`config.mk`:
```
export PLATFORM = sky130hd
export DESIGN_NAME = cil_irq
export DESIGN_NICKNAME = d
export VERILOG_FILES = /design/src/verilog/cil_pkg.sv /design/src/verilog/cil_irq.sv
export VERILOG_INCLUDE_DIRS = /design/src /design/src/verilog
export SDC_FILE = /design/constraint.sdc
export NUM_CORES = 1
export LEC_CHECK = 0
export BUFFER_PORTS_ARGS = -buffer_cell sky130_fd_sc_hd__buf_2
export CELL_PAD_IN_SITES_DETAIL_PLACEMENT = 1
export CELL_PAD_IN_SITES_GLOBAL_PLACEMENT = 1
export CORE_UTILIZATION = 35
export CTS_CLUSTER_DIAMETER = 120
export DETAILED_ROUTE_END_ITERATION = 10
export GPL_TIMING_DRIVEN = 0
export PLACE_DENSITY_LB_ADDON = 0.05
export SKIP_LAST_GASP = 1
export SLEW_MARGIN = 20
export SYNTH_ARGS = -nofsm -noshare
export SYNTH_HDL_FRONTEND = slang
export SYNTH_SLANG_ARGS = --single-unit
```
`constraint.sdc`:
```
create_clock -name clk_sys -period 2.38 [get_ports clk_sys]
set_clock_uncertainty 0.05 [all_clocks]
set_input_delay 0.119 -clock clk_sys [delete_from_list [all_inputs] [get_ports clk_sys]]
set_output_delay 0.119 -clock clk_sys [all_outputs]
set_load 0.02 [all_outputs]
```
`src/verilog/cil_cfg.svh`:
```
`ifndef CIL_CFG_SVH
`define CIL_CFG_SVH
`define CIL_VECTOR_ADDR 15'h0004
`define CIL_PC_RESET 15'h0000
`define CIL_STATUS_TO_BIT 4
`define CIL_STATUS_PD_BIT 3
`define CIL_PIR_WIDTH 8
`define CIL_PCHG_WIDTH 8
`endif

```
`src/verilog/cil_pkg.sv`:
```
`include "cil_cfg.svh"
package cil_pkg;
    typedef struct packed {
        logic [7:0] w;
        logic [7:0] status;
        logic [4:0] bank_select_reg;
        logic [15:0] fsr0;
        logic [15:0] fsr1;
        logic [6:0] pc_high_latch;
    } cil_ctx_t;
    typedef enum logic [3:0] {
        CIL_RUN = 4'h1,
        CIL_FLUSH = 4'h2,
        CIL_VECTOR = 4'h4,
        CIL_WAKE = 4'h8
    } cil_state_t;
    typedef enum logic [3:0] {
        CIL_Q1 = 4'h1,
        CIL_Q2 = 4'h2,
        CIL_Q3 = 4'h4,
        CIL_Q4 = 4'h8
    } cil_phase_t;
endpackage : cil_pkg

```
`src/verilog/cil_irq.sv`:
```
`include "cil_cfg.svh"
// How it works
// - Any reset clears every enable, so nothing vectors until software enables.
// - Request needs own enable, and group enable for peripheral sources; entry also needs global enable.
// - Flags set on their event regardless of any enable bit.
// - Entry flushes prefetch, clears global enable, pushes PC, loads vector 0004h.
// - Entry copies critical core registers into shadow registers.
// - Shadow holds W, status less timeout/power-down, bank, indirect, PC high latch.
// - Global enable clear: flags still set, no redirect; pending serviced later.
// - Return pops address, restores shadow context, sets global enable.
// - Latency 3-4 cycles synchronous, 3-5 asynchronous.
// - Latency independent of single or two-cycle current instruction.
// - External pin flag sampled by vectoring logic each Q1.
// - External pin flag may become set during Q4 to Q1.
// - Wake vectors if global enable set, else continues after sleep.
// - Instruction after sleep always executes before handler branch.
// - External pin is an edge source enabled only by its pin enable.
// - Edge select set picks rising edge, clear picks falling edge.
// - Selected edge sets pin flag; redirect if global and pin enables set.
// - Pin-change summary is read-only, clears when all pin-change flags clear.
module cil_irq #(
    parameter int PIR_W = `CIL_PIR_WIDTH,
    parameter int PCHG_W = `CIL_PCHG_WIDTH
) (
    input wire logic clk_sys,
    input wire logic resetn,
    input wire logic ext_pin,
    input wire logic sw_ctl_we,
    input wire logic sw_global_enable,
    input wire logic sw_peripheral_group_enable,
    input wire logic sw_ext_pin_irq_enable,
    input wire logic sw_ext_pin_edge_select,
    input wire logic sw_pin_change_enable,
    input wire logic [PIR_W-1:0] sw_peripheral_enable,
    input wire logic sw_flag_clr_we,
    input wire logic sw_ext_pin_flag_clr,
    input wire logic [PIR_W-1:0] sw_peripheral_flag_clr,
    input wire logic [PCHG_W-1:0] sw_pin_change_flag_clr,
    input wire logic [PIR_W-1:0] peripheral_event,
    input wire logic [PCHG_W-1:0] pin_change_event,
    input wire logic [14:0] core_pc,
    input wire cil_pkg::cil_ctx_t core_ctx,
    input wire logic core_sleeping,
    input wire logic core_wake_instr_done,
    input wire logic return_from_handler_instr,
    input wire logic [14:0] stack_top,
    output logic global_irq_enable,
    output logic peripheral_group_enable,
    output logic ext_pin_irq_enable,
    output logic ext_pin_edge_select,
    output logic ext_pin_irq_flag,
    output logic [PIR_W-1:0] peripheral_flag_reg1,
    output logic [PCHG_W-1:0] pin_change_flag_reg,
    output logic pin_change_summary_flag,
    output logic irq_request,
    output logic flush_prefetch,
    output logic stack_push,
    output logic [14:0] stack_push_data,
    output logic pc_load,
    output logic [14:0] pc_load_value,
    output logic ctx_restore,
    output cil_pkg::cil_ctx_t shadow_ctx,
    output logic wake,
    output cil_pkg::cil_phase_t phase
);
    import cil_pkg::*;

    // ==========================================================
    // Phase counter and external pin edge detect
    cil_phase_t next_phase;
    logic pin_prev, next_pin_prev;
    logic pin_armed, next_pin_armed;
    logic pin_edge;
    always_comb begin
        unique case (phase)
            CIL_Q1: next_phase = CIL_Q2;
            CIL_Q2: next_phase = CIL_Q3;
            CIL_Q3: next_phase = CIL_Q4;
            CIL_Q4: next_phase = CIL_Q1;
            default: next_phase = CIL_Q1;
        endcase
        next_pin_prev = ext_pin;
        // No edge in the first cycle after reset, pin_prev is not the pin yet
        next_pin_armed = 1'b1;
        // Rising when select set, falling when clear
        pin_edge = pin_armed & (ext_pin_edge_select ? (ext_pin & ~pin_prev) : (~ext_pin & pin_prev));
    end

    // ==========================================================
    // Enables and flags
    logic next_gie, next_peripheral_group_enable, next_ext_pin_irq_enable, next_ext_pin_edge_select, next_iocie, next_ext_pin_irq_flag, next_ioc_sum;
    logic iocie;
    logic [PIR_W-1:0] pie, next_pie, next_pir;
    logic [PCHG_W-1:0] next_pchg;
    logic pin_pend, next_pin_pend;
    logic take_entry;
    always_comb begin
        next_gie = global_irq_enable;
        next_peripheral_group_enable = peripheral_group_enable;
        next_ext_pin_irq_enable = ext_pin_irq_enable;
        next_ext_pin_edge_select = ext_pin_edge_select;
        next_iocie = iocie;
        next_pie = pie;
        if (sw_ctl_we) begin
            next_gie = sw_global_enable;
            next_peripheral_group_enable = sw_peripheral_group_enable;
            next_ext_pin_irq_enable = sw_ext_pin_irq_enable;
            next_ext_pin_edge_select = sw_ext_pin_edge_select;
            next_iocie = sw_pin_change_enable;
            next_pie = sw_peripheral_enable;
        end
        if (return_from_handler_instr) begin
            next_gie = 1'b1;
        end
        if (take_entry) begin
            next_gie = 1'b0;
        end
        // Set wins over a simultaneous clear
        next_ext_pin_irq_flag = ext_pin_irq_flag;
        next_pir = peripheral_flag_reg1;
        next_pchg = pin_change_flag_reg;
        if (sw_flag_clr_we) begin
            next_ext_pin_irq_flag = ext_pin_irq_flag & ~sw_ext_pin_flag_clr;
            next_pir = peripheral_flag_reg1 & ~sw_peripheral_flag_clr;
            next_pchg = pin_change_flag_reg & ~sw_pin_change_flag_clr;
        end
        // Pin flag may set in Q4 or Q1 only; an edge in Q2 or Q3 waits here
        next_pin_pend = pin_pend | pin_edge;
        if (next_pin_pend && (phase == CIL_Q4 || phase == CIL_Q1)) begin
            next_ext_pin_irq_flag = 1'b1;
            next_pin_pend = 1'b0;
        end
        next_pir = next_pir | peripheral_event;
        next_pchg = next_pchg | pin_change_event;
        next_ioc_sum = |next_pchg;
    end

    // ==========================================================
    // Vectoring sequencer
    cil_state_t state, next_state;
    logic req_level, sampled_req, next_sampled_req;
    logic next_irq_request, next_flush, next_push, next_pc_load, next_restore, next_wake;
    logic [14:0] next_push_data, next_pc_value;
    cil_ctx_t next_shadow;
    always_comb begin
        // Pin enable alone gates the pin source
        req_level = (ext_pin_irq_flag & ext_pin_irq_enable)
            | (pin_change_summary_flag & iocie)
            | (peripheral_group_enable & |(peripheral_flag_reg1 & pie));
        next_irq_request = req_level;
        // Sampled once per instruction cycle at Q1
        next_sampled_req = (phase == CIL_Q1) ? req_level : sampled_req;
        take_entry = 1'b0;
        next_state = state;
        next_flush = 1'b0;
        next_push = 1'b0;
        next_pc_load = 1'b0;
        next_restore = return_from_handler_instr;
        next_wake = 1'b0;
        next_push_data = stack_push_data;
        next_pc_value = pc_load_value;
        next_shadow = shadow_ctx;
        if (return_from_handler_instr) begin
            next_pc_load = 1'b1;
            next_pc_value = stack_top;
        end
        unique case (state)
            CIL_RUN: begin
                if (core_sleeping && req_level) begin
                    next_wake = 1'b1;
                    next_state = CIL_WAKE;
                end else if (!core_sleeping && sampled_req && global_irq_enable && phase == CIL_Q2) begin
                    // Decided on the fixed phase grid, not on instruction length
                    take_entry = 1'b1;
                    next_flush = 1'b1;
                    next_state = CIL_FLUSH;
                end
            end
            CIL_WAKE: begin
                // Following instruction completes before any branch
                if (core_wake_instr_done) begin
                    next_state = CIL_RUN;
                end
            end
            CIL_FLUSH: begin
                if (phase == CIL_Q4) begin
                    next_push = 1'b1;
                    next_push_data = core_pc;
                    next_shadow = core_ctx;
                    next_shadow.status[`CIL_STATUS_TO_BIT] = 1'b0;
                    next_shadow.status[`CIL_STATUS_PD_BIT] = 1'b0;
                    next_state = CIL_VECTOR;
                end
            end
            CIL_VECTOR: begin
                next_pc_load = 1'b1;
                next_pc_value = `CIL_VECTOR_ADDR;
                next_state = CIL_RUN;
            end
            default: next_state = CIL_RUN;
        endcase
    end

    always_ff @(posedge clk_sys or negedge resetn) begin
        if (!resetn) begin
            phase <= CIL_Q1;
            pin_prev <= 1'b0;
            pin_armed <= 1'b0;
            pin_pend <= 1'b0;
            global_irq_enable <= 1'b0;
            peripheral_group_enable <= 1'b0;
            ext_pin_irq_enable <= 1'b0;
            ext_pin_edge_select <= 1'b1;
            iocie <= 1'b0;
            pie <= '0;
            ext_pin_irq_flag <= 1'b0;
            peripheral_flag_reg1 <= '0;
            pin_change_flag_reg <= '0;
            pin_change_summary_flag <= 1'b0;
            state <= CIL_RUN;
            sampled_req <= 1'b0;
            irq_request <= 1'b0;
            flush_prefetch <= 1'b0;
            stack_push <= 1'b0;
            stack_push_data <= `CIL_PC_RESET;
            pc_load <= 1'b0;
            pc_load_value <= `CIL_PC_RESET;
            ctx_restore <= 1'b0;
            shadow_ctx <= '0;
            wake <= 1'b0;
        end else begin
            phase <= next_phase;
            pin_prev <= next_pin_prev;
            pin_armed <= next_pin_armed;
            pin_pend <= next_pin_pend;
            global_irq_enable <= next_gie;
            peripheral_group_enable <= next_peripheral_group_enable;
            ext_pin_irq_enable <= next_ext_pin_irq_enable;
            ext_pin_edge_select <= next_ext_pin_edge_select;
            iocie <= next_iocie;
            pie <= next_pie;
            ext_pin_irq_flag <= next_ext_pin_irq_flag;
            peripheral_flag_reg1 <= next_pir;
            pin_change_flag_reg <= next_pchg;
            pin_change_summary_flag <= next_ioc_sum;
            state <= next_state;
            sampled_req <= next_sampled_req;
            irq_request <= next_irq_request;
            flush_prefetch <= next_flush;
            stack_push <= next_push;
            stack_push_data <= next_push_data;
            pc_load <= next_pc_load;
            pc_load_value <= next_pc_value;
            ctx_restore <= next_restore;
            shadow_ctx <= next_shadow;
            wake <= next_wake;
        end
    end

    // ==========================================================
    // Checks
    reset_enables_a: assert property (@(posedge clk_sys) $rose(resetn) |-> !global_irq_enable)
        else $error("global enable set after reset");
    entry_gating_a: assert property (@(posedge clk_sys) disable iff (!resetn)
        $rose(flush_prefetch) |-> $past(global_irq_enable) && $past(sampled_req))
        else $error("entry without enables");
    flag_sticky_a: assert property (@(posedge clk_sys) disable iff (!resetn)
        peripheral_event != '0 |=> (peripheral_flag_reg1 & $past(peripheral_event)) == $past(peripheral_event))
        else $error("peripheral flag lost");
    entry_seq_a: assert property (@(posedge clk_sys) disable iff (!resetn)
        $rose(flush_prefetch) |-> !global_irq_enable ##[1:4] stack_push ##1 (pc_load && pc_load_value == 15'h0004))
        else $error("entry sequence broken");
    shadow_mask_a: assert property (@(posedge clk_sys) disable iff (!resetn)
        stack_push |-> !shadow_ctx.status[`CIL_STATUS_TO_BIT] && !shadow_ctx.status[`CIL_STATUS_PD_BIT])
        else $error("shadow kept timeout or power-down");
    no_redirect_a: assert property (@(posedge clk_sys) disable iff (!resetn)
        !global_irq_enable && !return_from_handler_instr && !sw_ctl_we |=> !$rose(flush_prefetch))
        else $error("redirect with global enable clear");
    return_gie_a: assert property (@(posedge clk_sys) disable iff (!resetn)
        return_from_handler_instr && !take_entry |=> global_irq_enable && ctx_restore)
        else $error("return did not restore");
    summary_or_a: assert property (@(posedge clk_sys) disable iff (!resetn)
        pin_change_summary_flag == (|pin_change_flag_reg))
        else $error("summary flag mismatch");

    // Entry grid, return and pin timing
    grid_entry_a: assert property (@(posedge clk_sys) disable iff (!resetn)
        $rose(flush_prefetch) |-> phase == CIL_Q3)
        else $error("entry off the phase grid");
    return_pop_a: assert property (@(posedge clk_sys) disable iff (!resetn)
        return_from_handler_instr && state != CIL_VECTOR |=> pc_load && pc_load_value == $past(stack_top))
        else $error("return did not pop the stack");
    pin_latched_a: assert property (@(posedge clk_sys) disable iff (!resetn)
        pin_edge && !sw_flag_clr_we |-> ##[1:3] ext_pin_irq_flag)
        else $error("pin edge not latched");
    pin_window_a: assert property (@(posedge clk_sys) disable iff (!resetn)
        $rose(ext_pin_irq_flag) |-> ($past(phase) == CIL_Q4 || $past(phase) == CIL_Q1))
        else $error("pin flag set outside Q4 to Q1");
endmodule : cil_irq

```
Word-level counts from Yosys, hierarchy flattened
Cells that the tools add are included.
Widths: inputs -> output; s select.
{ "word_totals": {"elab_cells": 101, "out_inout_bits": 122, "ff_bits": 137, "in_bits": 144} }
{ "classes": {"mux": 26, "reduce_logical": 14, "n_eq_ne": 11, "bitwise_logic": 20} }
{ "op_table": {"columns": ["cell", "count"], "rows": [
  ["$mux 15", 2],
  ["$and 8x8->8", 3],
  ["$pmux 4 s3", 2],
  ["$mux 1", 16],
  ["$mux 4", 4],
  ["$mux 8", 2],
  ["$not 8->8", 2],
  ["$or 8x8->8", 2],
  ["$reduce_or 8->1", 2],
  ["$eq 4x1->1 const B", 2],
  ["$eq 4x2->1 const B", 2],
  ["$eq 4x3->1 const B", 2],
  ["$eq 4x4->1 const B", 2],
  ["$and 1x1->1", 7],
  ["$logic_and 1x1->1", 5],
  ["$ne 2x2->1 const B", 2],
  ["$reduce_bool 2->1", 2],
  ["$ne 3x3->1 const B", 1],
  ["$not 1->1", 3],
  ["$or 1x1->1", 3],
  ["$reduce_and 3->1", 1],
  ["$reduce_bool 3->1", 1],
  ["$reduce_and 2->1", 1],
  ["$logic_not 1->1", 1],
  ["$logic_or 1x1->1", 1]
]} }

Longest topological paths before layout
{ "depth": {"word_depth": 8, "depth_mapped": 5, "mapped_depth_nobuf": 4} }

Least setup slack after synthesis
No wires, ideal clock.
{ "synth_path": {"path_kind": "register -> register", "startpoint": "register phase[1]", "endpoint": "register shadow_ctx[38] in the netlist's numbering", "setup_ns": 0.128, "t_arrival_ns": 1.674, "setup_slack_ns": 0.529, "path_buffers": 2, "period_less_slack_ns": 1.851, "path_stages_with_launch": 6, "required_time_ns": 2.202, "path_cell_list": "dfrtp_1 nor4b_2 nand3_1 buf_2 buf_2 mux2_1"} }
{ "synth_between": {"elab_chain_cells": 2} }
{ "synth_lines": {"columns": ["element", "line_no", "text"], "rows": [
  ["start, declared", "cil_irq.sv:64", "output cil_pkg::cil_phase_t phase"],
  ["start signal, assigned", "cil_irq.sv:232", "phase <= next_phase;"],
  ["$eq 4x4->1", "cil_irq.sv:186", "if (phase == CIL_Q4) begin"],
  ["$reduce_and 2->1 (no source line)", null, null],
  ["end signal, assigned", "cil_irq.sv:255", "shadow_ctx <= next_shadow;"],
  ["end, declared", "cil_irq.sv:62", "output cil_pkg::cil_ctx_t shadow_ctx,"]
]} }
Every way passes these cells.
A chain may end at the register's enable or synchronous reset.

Worst setup path after layout
{ "layout_path": {"startpoint": "register phase[1]", "endpoint": "register shadow_ctx[10] in the netlist's numbering"} }
Same word-level chain as after synthesis.

==> summary by stage <==
Place
The instance count after placement with tap cells included is 802. The quantity of I/O buffers inserted on ports is 260. The weighted congestion at the end of routability-driven global placement is 0.718. The pre-CTS setup slack is 0.172 ns. The detailed placer's ending HPWL is ~10,000 µm. The placed instances occupy a cell area of 6780 µm².

Global routing
The initial antenna violation count came to 0. For this run, the total global-route usage over all layers was measured as 21.6%. The wire length of the first global-routing pass is approximately 25,000 µm. The global route total overflow is 0. The pin count of the biggest net entering global routing is 85. The number of global-route vias before repair came to 4,940.

Layout
The register with the most flip-flops in the final layout is shadow_ctx. The area growth from synthesis to layout is 68.2%. The number of fill cells in the layout is roughly 1,500. The largest registers in the layout are shadow_ctx (58), pc_load_value (15), stack_push_data (15). Cells with a size suffix above 1 make up 49.0% of the layout. The total non-filler cell area in the finished layout is 8750 µm². The repair_antennas step left the layout with diodes totalling 0.

The flip-flop count of the largest register, all copies and words added is 58. The final net count is 923. The final core area utilization is 60.2%.

The count of cells in the finished layout, fillers not included, comes to 976.

CTS
The maximum clock insertion buffer count is 2. The H-tree depth reported by CTS is 4. For the worst-skew pair, the clock arrives at the later sink with an insertion delay of 0.42 ns.

The CTS tree is built. Clock-pin slew was measured on the worst setup and hold paths at 0.06 ns. The total clock buffers created by CTS is 17. Post-CTS timing repair inserted 0 buffers for setup. For this design, the sink count on the clock tree is around 140. CTS placed an instance of sky130_fd_sc_hd__clkbuf_16 at the clock tree root.

Synth
The mean post-synth cell area is 14.6 µm². Of all flip-flops after synthesis, the portion carrying an async set or reset was 100%. Yosys mapped the design onto 36 distinct sky130hd cell types. The most used flip-flop cell after synthesis is sky130_fd_sc_hd__dfrtp_1. Sequential cells were found to cover 65.9% of the synthesized design area. The multiplexer share of the synthesized area is 21.1%. During synthesis, Yosys emitted a total of 0 warnings.

The post-synthesis share of cell area spent on full adders, half adders and majority gates is 0%. The post-synthesis cell area is 5200 µm². Summed over all instances, the cell type with the most area after synthesis is sky130_fd_sc_hd__dfrtp_1. The number of enable flip-flop cells after synthesis is 0. The compound-gate portion of the synthesized area is 4.71%. After synthesis, the largest family of logic cells by area is multiplexers. The area share of and/or/nand/nor cells after synthesis is 6.30%. The area share of the leading cell type in the synthesized netlist is 64.4%. Synthesis inferred 137 register bits.

In the post-synthesis netlist, the biggest area contributors are sky130_fd_sc_hd__dfrtp_1 64%, sky130_fd_sc_hd__mux2_2 17%, sky130_fd_sc_hd__mux2i_1 2.7%. The synthesized netlist cell count is 356. Of the total synthesized cell area, the portion taken by XOR and XNOR cells is 0%.

Setup path
The critical path data arrival time is 2.46 ns. The launching instance or port of the critical path is phase[1]$_DFF_PN0_. The worst register-to-register path begins at phase[1]$_DFF_PN0_.

Measured in cells, the most critical reg-to-reg path has a length of 5. The type of element capturing the critical path is a flop. Following the worst setup path forward leads to its endpoint at shadow_ctx[10]$_DFFE_PN0P_. In this run the register-to-register setup slack is 0.16 ns. The type of element launching the critical path is a flop.

The type of the worst setup path is reg -> reg. The endpoint of the worst register-to-register path is shadow_ctx[10]$_DFFE_PN0P_. For the worst setup path, the data required time is 2.62 ns. Of all nets on the critical path, the largest fanout is 10.

Pwr
The maximum vdd ir drop is ~0.00057 V. The ratio of total power to cell area is 983 nW/µm². The cell leakage power is 4.21 nW.

The overall power consumption is around 8.6 mW.

Floorplanning
The floorplan die area is 15,400 µm². The die is 124 µm tall. The floorplan step set the die width to 124 µm. The starting density of the core is a little over a third. The core footprint is 14,500 µm². Row generation in the floorplan step produced 44 rows.

The count of pins on the block boundary is 266.

Routing
The final wirelength is 16,100 µm. The final routed DRC violation total is 0. The via density per instance is between 4 and 5.

The average wire per standard cell is 16.5 µm. The number of nets with antenna violations after detailed routing is 0. The first TritonRoute pass finished after 4 iterations.

After the first detailed-routing iteration, the DRC count stood at 106. For this block, the via count after detailed routing is 4,483.

Timing
In the finished design, the share of the clock period the worst path needs comes to 93.2%. The final count of negative-setup-slack endpoints is 0. The final-layout worst hold slack is 0.0662 ns. At the pin with the least slew margin, the transition time is 1.02 ns. Setup total negative slack on the finished layout was measured at 0 ns. The max-slew violation total from the final report is 0. The number of endpoints with negative hold slack in the final report was 0. The normalized max-slew margin is 31.2%. The post-layout minimum cycle time is 2.22 ns. Setup repair after global routing left no endpoint under its margin. The post-layout worst setup margin is 0.161 ns. Static timing analysis puts the maximum clock frequency at 451 MHz.

Job
The reported max-cap violation count is 0.

Hold path
In this run the worst hold path is classified as in -> reg.

Outcome
The flow ran to the end, and the final reports show no timing, DRC or antenna violations.
## cell usage in the layout, fill, tap and decap left out, types with 2 or more instances in the layout
cell type                       instances
sky130_fd_sc_hd__buf_2                266
sky130_fd_sc_hd__dlygate4sd3_1        142
sky130_fd_sc_hd__dfrtp_1              134
sky130_fd_sc_hd__mux2_2                77
sky130_fd_sc_hd__nor2_1                21
sky130_fd_sc_hd__nand2_1               19
sky130_fd_sc_hd__clkbuf_16             17
sky130_fd_sc_hd__a21o_1                16
sky130_fd_sc_hd__mux2i_1               14
sky130_fd_sc_hd__clkbuf_1               8
sky130_fd_sc_hd__mux2_1                 8
sky130_fd_sc_hd__clkbuf_8               6
sky130_fd_sc_hd__clkinv_2               5
sky130_fd_sc_hd__a22o_1                 4
sky130_fd_sc_hd__inv_1                  4
sky130_fd_sc_hd__or2_2                  3
sky130_fd_sc_hd__nor4b_1                3
sky130_fd_sc_hd__nor3_1                 3
sky130_fd_sc_hd__buf_4                  3
sky130_fd_sc_hd__nor2b_1                3
sky130_fd_sc_hd__a21oi_1                3
sky130_fd_sc_hd__conb_1                 3
sky130_fd_sc_hd__dfstp_2                3
sky130_fd_sc_hd__or4_1                  2
sky130_fd_sc_hd__nand3_1                2
sky130_fd_sc_hd__nor4b_2                2
sky130_fd_sc_hd__o21ai_0                2
sky130_fd_sc_hd__o31ai_1                2
sky130_fd_sc_hd__o21ai_1                2
sky130_fd_sc_hd__clkinvlp_4             2
## repair_timing
action,in CTS,in global routing
hold endpoints to repair,177,0
gates resized for setup,0,0
hold buffers,142,0
## synthesized netlist by cell type, types with 2 or more instances
library cell               count
sky130_fd_sc_hd__nor2_1       21
sky130_fd_sc_hd__a21oi_1       3
sky130_fd_sc_hd__inv_1         4
sky130_fd_sc_hd__nand2_1      19
sky130_fd_sc_hd__nand3_1       2
sky130_fd_sc_hd__mux2_2       77
sky130_fd_sc_hd__or2_2         3
sky130_fd_sc_hd__conb_1        2
sky130_fd_sc_hd__nor2b_1       3
sky130_fd_sc_hd__nor4b_1       3
sky130_fd_sc_hd__dfrtp_1     134
sky130_fd_sc_hd__buf_4         3
sky130_fd_sc_hd__mux2_1        8
sky130_fd_sc_hd__buf_2         7
sky130_fd_sc_hd__mux2i_1      14
sky130_fd_sc_hd__dfstp_2       3
sky130_fd_sc_hd__a22o_1        4
sky130_fd_sc_hd__or4_1         2
sky130_fd_sc_hd__clkbuf_1      6
sky130_fd_sc_hd__o21ai_0       2
sky130_fd_sc_hd__o21ai_1       2
sky130_fd_sc_hd__nor4b_2       2
sky130_fd_sc_hd__a21o_1       16
sky130_fd_sc_hd__nor3_1        3
sky130_fd_sc_hd__o31ai_1       2
## critical path: stages (launching register included)
cell and delay, ns:
sky130_fd_sc_hd__dfrtp_1 0.42, sky130_fd_sc_hd__nor4b_2 0.48, sky130_fd_sc_hd__nand3_1 0.30, sky130_fd_sc_hd__buf_2 0.28, sky130_fd_sc_hd__buf_2 0.22, sky130_fd_sc_hd__mux2_1 0.34
## where the power goes
group          internal (mW)  switching [mW]
Clock                   1.49           0.952
Combinational           1.20            1.56
Sequential              3.03           0.366
## logic make-up after synthesis
group	count (synthesis)
AO/OA/AOI/OAI	34
buffers and inverters	20
flip-flops	137
multiplexers	99
other	2
AND/OR/NAND/NOR	64
## cell type report
type	count	area (µm²)	share of cell area [%]
sequential	137	3430	39.2
timing repair buffer	403	2760	31.5
multi-input combinational	200	1680	19.2
clock buffer	25	515	5.89
tap	184	230	2.63
buffer	16	80.1	0.915
clock inverter	7	40.0	0.457
inverter	4	15.0	0.172
## how the worst min path moves through the flow
stage	depth (start not counted)	slack (ns)	from	end
after floorplan	0	-0.23	resetn	ctx_restore$_DFF_PN0_
after global placement	1	0.19	return_from_handler_instr	ctx_restore$_DFF_PN0_
after detailed placement	1	0.008	resetn	ctx_restore$_DFF_PN0_
after CTS	4	0.05	sw_pin_change_flag_clr[5]	pin_change_summary_flag$_DFF_PN0_
after global routing	4	0.09	sw_pin_change_flag_clr[5]	pin_change_summary_flag$_DFF_PN0_
final	4	0.07	sw_pin_change_flag_clr[5]	pin_change_summary_flag$_DFF_PN0_
## layer usage
layer  GRT usage (%)  part of all wire [%]
met5               0                     0
met4            8.11                   2.0
met3            7.46                   6.7
met2            39.1                    54
met1            22.9                    38
No activity file was read; power rests on OpenSTA's default activity.
